--- config.mk ---
export PLATFORM = sky130hd
export DESIGN_NAME = imu_top
export DESIGN_NICKNAME = d
export VERILOG_FILES = /design/src/inc/imu_pkg.sv /design/src/rtl/imu_top.sv /design/src/rtl/imu_mult_core.sv
export VERILOG_INCLUDE_DIRS = /design/src /design/src/inc
export SDC_FILE = /design/constraint.sdc
export NUM_CORES = 1
export LEC_CHECK = 0
export BUFFER_PORTS_ARGS = -buffer_cell sky130_fd_sc_hd__buf_2
export CORE_MARGIN = 2
export CORE_UTILIZATION = 45
export CTS_CLUSTER_SIZE = 14
export DETAILED_ROUTE_END_ITERATION = 7
export PLACE_DENSITY_LB_ADDON = 0.08
export SYNTH_ARGS = -nofsm -noshare
export SYNTH_HDL_FRONTEND = slang
export SYNTH_SLANG_ARGS = --single-unit
--- constraint.sdc ---
create_clock -name clk -period 7.9 [get_ports clk]
set_clock_uncertainty 0.15 [all_clocks]
set_input_delay 0.395 -clock clk [delete_from_list [all_inputs] [get_ports clk]]
set_output_delay 0.395 -clock clk [all_outputs]
set_load 0.1 [all_outputs]
--- src/inc/imu_defines.svh ---
// constants for the integer multiply unit
`ifndef IMU_DEFINES_SVH
`define IMU_DEFINES_SVH
`define IMU_DATA_W      16
`define IMU_ADDR_W      4
`define IMU_ACC_W       40
`define IMU_IMM_W       5
`define IMU_LOW_REG     4'h2
`define IMU_HIGH_REG    4'h3
`define IMU_EXTRA_CYC   1
`define IMU_RST_WORD    16'h0000
`endif

--- src/inc/imu_pkg.sv ---
// types shared by the integer multiply unit
package imu_pkg;
   // where the product goes
   typedef enum logic [1:0] {
      IMU_DST_PAIR,
      IMU_DST_WORD,
      IMU_DST_ACC,
      IMU_DST_FILE
   } imu_dst_t;
   typedef enum logic [1:0] {
      IMU_ST_IDLE,
      IMU_ST_STALL
   } imu_state_t;
endpackage

--- src/rtl/imu_top.sv ---
// integer multiply unit: operand select, multiply and result steering
`timescale 1ns/1ps
`include "imu_defines.svh"
// Overview of operation
// - pair forms write the full product, high half to destination plus one, low half to destination.
// - accumulator forms write base times source into the chosen accumulator, each operand's sign chosen apart.
// - word forms write only the low product to one destination register and nothing else.
// - immediate forms read the five-bit literal as unsigned and send the product to a pair, word or accumulator.
// - the file-register form multiplies the memory word by the default working register into registers three and two.
// - every form but a peripheral register access finishes in one cycle, and no form ever touches the status flags.
// - an access to a special function register outside the core costs one more cycle.
// - accumulator forms exist only when the DSP feature is built in.
module imu_top #(
   parameter bit HAS_DSP = 1'b1
) (
   input  wire logic                       clk,
   input  wire logic                       sys_rst,
   input  wire logic                       issue,
   input  wire imu_pkg::imu_dst_t          dst_kind,
   input  wire logic                       base_signed,
   input  wire logic                       src_signed,
   input  wire logic                       use_imm,
   input  wire logic [`IMU_DATA_W-1:0]     base_operand_reg,
   input  wire logic [`IMU_DATA_W-1:0]     source_operand_reg,
   input  wire logic [`IMU_IMM_W-1:0]      five_bit_immediate,
   input  wire logic [`IMU_DATA_W-1:0]     file_word,
   input  wire logic [`IMU_DATA_W-1:0]     default_working_reg,
   input  wire logic                       file_is_periph_sfr,
   input  wire logic [`IMU_ADDR_W-1:0]     dst_index,
   input  wire logic                       acc_sel,
   output logic                            busy,
   output logic                            done,
   output logic                            wr_lo_en,
   output logic [`IMU_ADDR_W-1:0]          wr_lo_addr,
   output logic [`IMU_DATA_W-1:0]          wr_lo_data,
   output logic                            wr_hi_en,
   output logic [`IMU_ADDR_W-1:0]          wr_hi_addr,
   output logic [`IMU_DATA_W-1:0]          wr_hi_data,
   output logic                            acc_a_wr,
   output logic                            acc_b_wr,
   output logic [`IMU_ACC_W-1:0]           acc_data,
   output logic                            illegal_op,
   output logic                            flags_wr
);
   import imu_pkg::*;

   // ****************************************
   // state
   // ****************************************
   typedef struct packed {
      imu_state_t                 st;
      logic                       busy;
      logic                       done;
      logic                       wr_lo_en;
      logic [`IMU_ADDR_W-1:0]     wr_lo_addr;
      logic [`IMU_DATA_W-1:0]     wr_lo_data;
      logic                       wr_hi_en;
      logic [`IMU_ADDR_W-1:0]     wr_hi_addr;
      logic [`IMU_DATA_W-1:0]     wr_hi_data;
      logic                       acc_a_wr;
      logic                       acc_b_wr;
      logic [`IMU_ACC_W-1:0]      acc_data;
      logic                       illegal;
      logic [2*`IMU_DATA_W-1:0]   held_prod;
      logic                       held_sgn;
      logic                       flags_wr;
   } imu_state_s_t;

   imu_state_s_t                  s_r;
   imu_state_s_t                  s_nxt;
   logic [`IMU_DATA_W-1:0]        opa;
   logic [`IMU_DATA_W-1:0]        opb;
   logic                          opa_sgn;
   logic                          opb_sgn;
   logic [2*`IMU_DATA_W-1:0]      prod;
   logic                          prod_sgn;

   // ****************************************
   // operand select
   // ****************************************
   always_comb begin
      if (dst_kind == IMU_DST_FILE) begin
         opa     = file_word;
         opb     = default_working_reg;
         opa_sgn = 1'b0;
         opb_sgn = 1'b0;
      end else begin
         opa     = base_operand_reg;
         opa_sgn = base_signed;
         // the literal is never sign extended
         opb     = use_imm ? {{(`IMU_DATA_W-`IMU_IMM_W){1'b0}}, five_bit_immediate}
                           : source_operand_reg;
         opb_sgn = use_imm ? 1'b0 : src_signed;
      end
   end

   imu_mult_core u_core (
      .opa            (opa),
      .opa_signed     (opa_sgn),
      .opb            (opb),
      .opb_signed     (opb_sgn),
      .product        (prod),
      .product_signed (prod_sgn)
   );

   function automatic logic [`IMU_ACC_W-1:0] acc_ext(input logic [2*`IMU_DATA_W-1:0] p,
                                                     input logic sg);
      acc_ext = {{(`IMU_ACC_W-2*`IMU_DATA_W){sg & p[2*`IMU_DATA_W-1]}}, p};
   endfunction

   // the stalled form is always the file-register form
   function automatic imu_dst_t dst_kind_q(input imu_state_t st, input imu_dst_t kind);
      dst_kind_q = (st == IMU_ST_STALL) ? IMU_DST_FILE : kind;
   endfunction

   // ****************************************
   // next state
   // ****************************************
   always_comb begin
      logic [2*`IMU_DATA_W-1:0] p;
      logic                     sg;
      logic                     fire;
      p     = prod;
      sg    = prod_sgn;
      fire  = 1'b0;
      s_nxt = s_r;
      s_nxt.done     = 1'b0;
      s_nxt.wr_lo_en = 1'b0;
      s_nxt.wr_hi_en = 1'b0;
      s_nxt.acc_a_wr = 1'b0;
      s_nxt.acc_b_wr = 1'b0;
      s_nxt.illegal  = 1'b0;
      s_nxt.flags_wr = 1'b0;
      case (s_r.st)
         IMU_ST_IDLE: begin
            if (issue) begin
               // peripheral register reads cost one more cycle
               if (dst_kind == IMU_DST_FILE && file_is_periph_sfr) begin
                  s_nxt.st        = IMU_ST_STALL;
                  s_nxt.busy      = 1'b1;
                  s_nxt.held_prod = prod;
                  s_nxt.held_sgn  = prod_sgn;
               end else begin
                  fire = 1'b1;
               end
            end
         end
         IMU_ST_STALL: begin
            p          = s_r.held_prod;
            sg         = s_r.held_sgn;
            fire       = 1'b1;
            s_nxt.st   = IMU_ST_IDLE;
            s_nxt.busy = 1'b0;
         end
         default: begin
            s_nxt.st   = IMU_ST_IDLE;
            s_nxt.busy = 1'b0;
         end
      endcase
      if (fire) begin
         s_nxt.done = 1'b1;
         case (dst_kind_q(s_r.st, dst_kind))
            IMU_DST_PAIR: begin
               s_nxt.wr_lo_en   = 1'b1;
               s_nxt.wr_lo_addr = dst_index;
               s_nxt.wr_lo_data = p[`IMU_DATA_W-1:0];
               s_nxt.wr_hi_en   = 1'b1;
               s_nxt.wr_hi_addr = 4'(dst_index + 4'h1);
               s_nxt.wr_hi_data = p[2*`IMU_DATA_W-1:`IMU_DATA_W];
            end
            IMU_DST_WORD: begin
               s_nxt.wr_lo_en   = 1'b1;
               s_nxt.wr_lo_addr = dst_index;
               s_nxt.wr_lo_data = p[`IMU_DATA_W-1:0];
            end
            IMU_DST_ACC: begin
               if (HAS_DSP) begin
                  s_nxt.acc_a_wr = ~acc_sel;
                  s_nxt.acc_b_wr = acc_sel;
                  s_nxt.acc_data = acc_ext(p, sg);
               end else begin
                  s_nxt.illegal  = 1'b1;
               end
            end
            default: begin
               s_nxt.wr_lo_en   = 1'b1;
               s_nxt.wr_lo_addr = `IMU_LOW_REG;
               s_nxt.wr_lo_data = p[`IMU_DATA_W-1:0];
               s_nxt.wr_hi_en   = 1'b1;
               s_nxt.wr_hi_addr = `IMU_HIGH_REG;
               s_nxt.wr_hi_data = p[2*`IMU_DATA_W-1:`IMU_DATA_W];
            end
         endcase
      end
   end

   always_ff @(posedge clk or posedge sys_rst) begin
      if (sys_rst) begin
         s_r <= '0;
      end else begin
         s_r <= s_nxt;
      end
   end

   assign busy       = s_r.busy;
   assign done       = s_r.done;
   assign wr_lo_en   = s_r.wr_lo_en;
   assign wr_lo_addr = s_r.wr_lo_addr;
   assign wr_lo_data = s_r.wr_lo_data;
   assign wr_hi_en   = s_r.wr_hi_en;
   assign wr_hi_addr = s_r.wr_hi_addr;
   assign wr_hi_data = s_r.wr_hi_data;
   assign acc_a_wr   = s_r.acc_a_wr;
   assign acc_b_wr   = s_r.acc_b_wr;
   assign acc_data   = s_r.acc_data;
   assign illegal_op = s_r.illegal;
   // the multiplier never writes status flags
   assign flags_wr   = s_r.flags_wr;

   // ****************************************
   // checks
   // ****************************************
   chk_word_single_write: assert property (@(posedge clk) disable iff (sys_rst)
      (issue && !busy && dst_kind == IMU_DST_WORD) |=> (wr_lo_en && !wr_hi_en))
      else $error("word form wrote a second register");
   chk_pair_high_addr: assert property (@(posedge clk) disable iff (sys_rst)
      (issue && !busy && dst_kind == IMU_DST_PAIR)
      |=> (wr_hi_en && wr_hi_addr == $past(dst_index) + 4'h1))
      else $error("pair form high half address wrong");
   chk_pair_product: assert property (@(posedge clk) disable iff (sys_rst)
      (issue && !busy && dst_kind == IMU_DST_PAIR && !use_imm && !base_signed && !src_signed)
      |=> ({wr_hi_data, wr_lo_data} == $past(base_operand_reg) * $past(source_operand_reg)))
      else $error("unsigned pair product wrong");
   chk_one_cycle: assert property (@(posedge clk) disable iff (sys_rst)
      (issue && !busy && !(dst_kind == IMU_DST_FILE && file_is_periph_sfr)) |=> done)
      else $error("multiply took more than one cycle");
   chk_sfr_stall: assert property (@(posedge clk) disable iff (sys_rst)
      (issue && !busy && dst_kind == IMU_DST_FILE && file_is_periph_sfr)
      |=> (busy && !done) ##1 (done && wr_hi_addr == `IMU_HIGH_REG))
      else $error("peripheral access did not add one cycle");
   chk_file_dest: assert property (@(posedge clk) disable iff (sys_rst)
      (issue && !busy && dst_kind == IMU_DST_FILE && !file_is_periph_sfr)
      |=> (wr_lo_addr == `IMU_LOW_REG && wr_hi_addr == `IMU_HIGH_REG && wr_hi_en))
      else $error("file form wrote wrong registers");
   chk_acc_gate: assert property (@(posedge clk) disable iff (sys_rst)
      (issue && !busy && dst_kind == IMU_DST_ACC)
      |=> (HAS_DSP ? (acc_a_wr ^ acc_b_wr) : (illegal_op && !acc_a_wr && !acc_b_wr)))
      else $error("accumulator form gating wrong");
   chk_acc_extend: assert property (@(posedge clk) disable iff (sys_rst)
      (acc_a_wr || acc_b_wr) |-> (acc_data[`IMU_ACC_W-1:2*`IMU_DATA_W] == '0
                                  || (acc_data[`IMU_ACC_W-1:2*`IMU_DATA_W] == '1
                                      && acc_data[2*`IMU_DATA_W-1])))
      else $error("accumulator extension wrong");
   chk_imm_unsigned: assert property (@(posedge clk) disable iff (sys_rst)
      (issue && !busy && use_imm && dst_kind == IMU_DST_WORD && !base_signed)
      |=> (wr_lo_data == 16'(32'($past(base_operand_reg)) * 32'($past(five_bit_immediate)))))
      else $error("immediate not taken unsigned");
endmodule

--- src/rtl/imu_mult_core.sv ---
// 17x17 signed multiplier core shared by every multiply form
`timescale 1ns/1ps
`include "imu_defines.svh"
module imu_mult_core (
   input  wire logic [`IMU_DATA_W-1:0]   opa,
   input  wire logic                     opa_signed,
   input  wire logic [`IMU_DATA_W-1:0]   opb,
   input  wire logic                     opb_signed,
   output logic      [2*`IMU_DATA_W-1:0] product,
   output logic                          product_signed
);
   logic signed [`IMU_DATA_W:0]     ext_a;
   logic signed [`IMU_DATA_W:0]     ext_b;
   logic signed [2*`IMU_DATA_W+1:0] full;
   // one extra bit per operand lets one signed array serve all four sign mixes
   assign ext_a          = {opa_signed & opa[`IMU_DATA_W-1], opa};
   assign ext_b          = {opb_signed & opb[`IMU_DATA_W-1], opb};
   assign full           = ext_a * ext_b;
   assign product        = full[2*`IMU_DATA_W-1:0];
   assign product_signed = opa_signed | opb_signed;
endmodule

==> qor.yml <==
hold_path:
  hp-class: "primary input to asynchronous set/reset pin"
synthesis:
  synth_area_mm2: 0.0160
  yosys.area.top_type: "fa_1"
  ys_warn_count: 0
  postSynthCellCount: 1825
  synth_top_area_share: 0.352
  synth_edf_count: 0
  ys.flop_type: "dfrtp_1"
  synth_area_leaders: "fa_1, dfrtp_1, nand2_1, inv_1, ha_1"
  ys_types: 56
  ys_seq_elements: 112
  ys_async_sr_fraction: 1.00
  ys_seq_area_frac: 0.175
  syn_avg_cell_area_um2: 8.78
sta:
  period_share: 0.930
  grt_setup_unrepaired: "false"
  fin_crit_ns: 7.35
  holdWs_ns: -0.0125
  totalNegativeSetupSlack_ns: 0
  relSlewSlack: 0.441
  slew_violations: 0
  hold_viol: 10
  finalSetupViolCount: 0
  worstMarginPinSlew_ns: 0.836
  fmax_ghz: 0.136
die:
  die_h_um: 193
  rows: 69
  chipWidth_um: 193
  die_area_mm2: 0.0371
  start_util: 0.454
  core_mm2: 0.0353
  pin_count: 171
clock_tree:
  post_cts_buffers: 0
  cts.clk_slew.worst_paths_ns: 0.07
  cts_tree: "done"
  clock-root-buffer: "clkbuf_16"
  clkLatencyLatePin_ns: 0.35
  h-tree-depth: 3
  clk_path_buf_depth: 2
  numCtsBuffers: 9
  hold_buffers: 0
  cts_num_sinks: 112
  cts_resized: 0
finish:
  fill_cells: 3463
  finalNonFillerCells: 2385
  antenna_cells: 0
  nets: 2371
  final_common_cell: "nand2_1"
  drive_gt1_frac: 0.138
  syn_to_final_growth_pct: 8.56
  layout_common_cells: "nand2_1, inv_1, fa_1, nor2_1, buf_2"
place:
  dpl.hpwl_um: 37500
  portBuffers: 168
  gp_congestion: 0.943
  dpl.cell_count: 2369
route:
  wl_per_cell_um: 18.7
  drc_errors: 0
  ant_nets: 0
  wl_um: 44600
  via_count: 12100
  vias_per_cell: 5.08
  dr.pass1.iters: 5
  first_iter_violations: 811
setup_path:
  cp_slowest_cell: "and2_2"
  arrival_ns: 7.47
  path_class: "primary input to register"
  cp-end-kind: "register"
  crit_family: "adder cells"
  path_buf_inv: 7
  crit_path_max_fanout: 29
  critPathRequiredTime_ns: 8.03
  critical-path-max-stage-delay_ns: 0.63
  path_common_cell: "fa_1"
  start_kind: "primary input"
global_routing:
  grt_max_degree: 62
  gr-total-overflow: 0
  grt_pass1_vias: 12600
  antenna_found_initial: 0
  grt_usage: 0.251
  grt_pass1_wl_um: 70500
flow_run:
  max_cap_viol_count: 0
status:
  outcome: "finished with violations"
  failed_checks: "hold timing"
==> registers in the layout, indices dropped and copies added (netlist names) <==
name / flops
s_r: 33
acc_a_wr: 1
acc_data: 33
wr_lo_en: 1
acc_b_wr: 1
wr_lo_addr: 4
wr_hi_en: 1
wr_hi_addr: 4
wr_lo_data: 16
done: 1
busy: 1
wr_hi_data: 16
==> worst reg2reg max path: stages (launching register included) <==
cell      delay [ns]
dfrtp_2         0.43
buf_4           0.33
a21oi_1         0.47
or2_2           0.51
clkinv_1        0.34
o21ai_1         0.50
nor2_1          0.08
a222oi_1        0.30
inv_1           0.08
==> worst paths after layout <==
| kind | to | from | slack, ns | depth (start not counted) |
|---|---|---|---|---|
| hold / removal | wr_lo_addr[3] | sys_rst | -0.01 | 2 |
| hold reg to reg | wr_hi_addr[2] | wr_hi_addr[2] | 0.32 | 2 |
| setup / recovery | acc_data[32] | dst_kind[1] | 0.55 | 26 |
| max in group asynchronous | busy | sys_rst | 6.33 | 3 |
| setup reg to reg | wr_hi_data[13] | busy | 4.60 | 8 |
| min in group clk | acc_a_wr | acc_sel | 0.06 | 2 |
==> layout make-up <==
class                      count  area, µm²  area share
multi-input combinational   1238      11100       0.640
sequential                   112       2800       0.161
timing repair buffer         225       1280      0.0736
inverter                     333       1250      0.0720
tap                          461        577      0.0332
clock buffer                  11        243      0.0140
clock inverter                 5        104     0.00597
==> cells by family after synthesis <==
group / share of synthesized area
compound gates: 0.0742
flops: 0.175
xor+xnor: 0.0235
fa+ha+maj: 0.420
simple gates: 0.151
mux: 0.0252
other cells: 0.000234
buf+inv: 0.131
==> Yosys cell counts, types with 5 or more instances <==
master,count
nand3_1,19
a31oi_1,6
nand2_1,341
a22o_1,6
nor3_1,6
ha_1,87
fa_1,282
and3_1,8
or3_1,5
mux2i_1,37
nand2b_1,8
nor2b_1,5
o21ai_0,69
and2_1,9
a21oi_1,48
clkbuf_1,52
buf_1,6
xnor2_1,29
a21o_1,14
buf_4,83
xor2_1,14
dfrtp_1,112
a21oi_2,5
inv_1,332
o21ai_1,9
nor2_1,176
==> through the flow <==
stage	worst slack [ns]	utilization	hold WS, ns	instance area [µm²]
5_1_grt	0.120	0.493	0.0494	17400
4_1_cts	0.546	0.493	0.0158	17400
3_5_place_dp	0.188	0.483	0.307	17100
3_3_place_gp	0.320	0.483	0.304	17100
6_report	0.553	0.493	-0.0125	17400
2_1_floorplan	0.702	-	0.290	16000
==> per-layer routing <==
| metal | vias up | GRT usage | part of all wire |
|---|---|---|---|
| met5 | - | 0 | 0 |
| met4 | 0 | 0.0608 | 0.024 |
| met3 | 54 | 0.0356 | 0.071 |
| met2 | 446 | 0.403 | 0.45 |
| met1 | 5970 | 0.358 | 0.45 |
| li1 | 5649 | - | - |
Power is not shown: default switching activity piles up to over one toggle a cycle in this logic, so the estimate is an artifact.
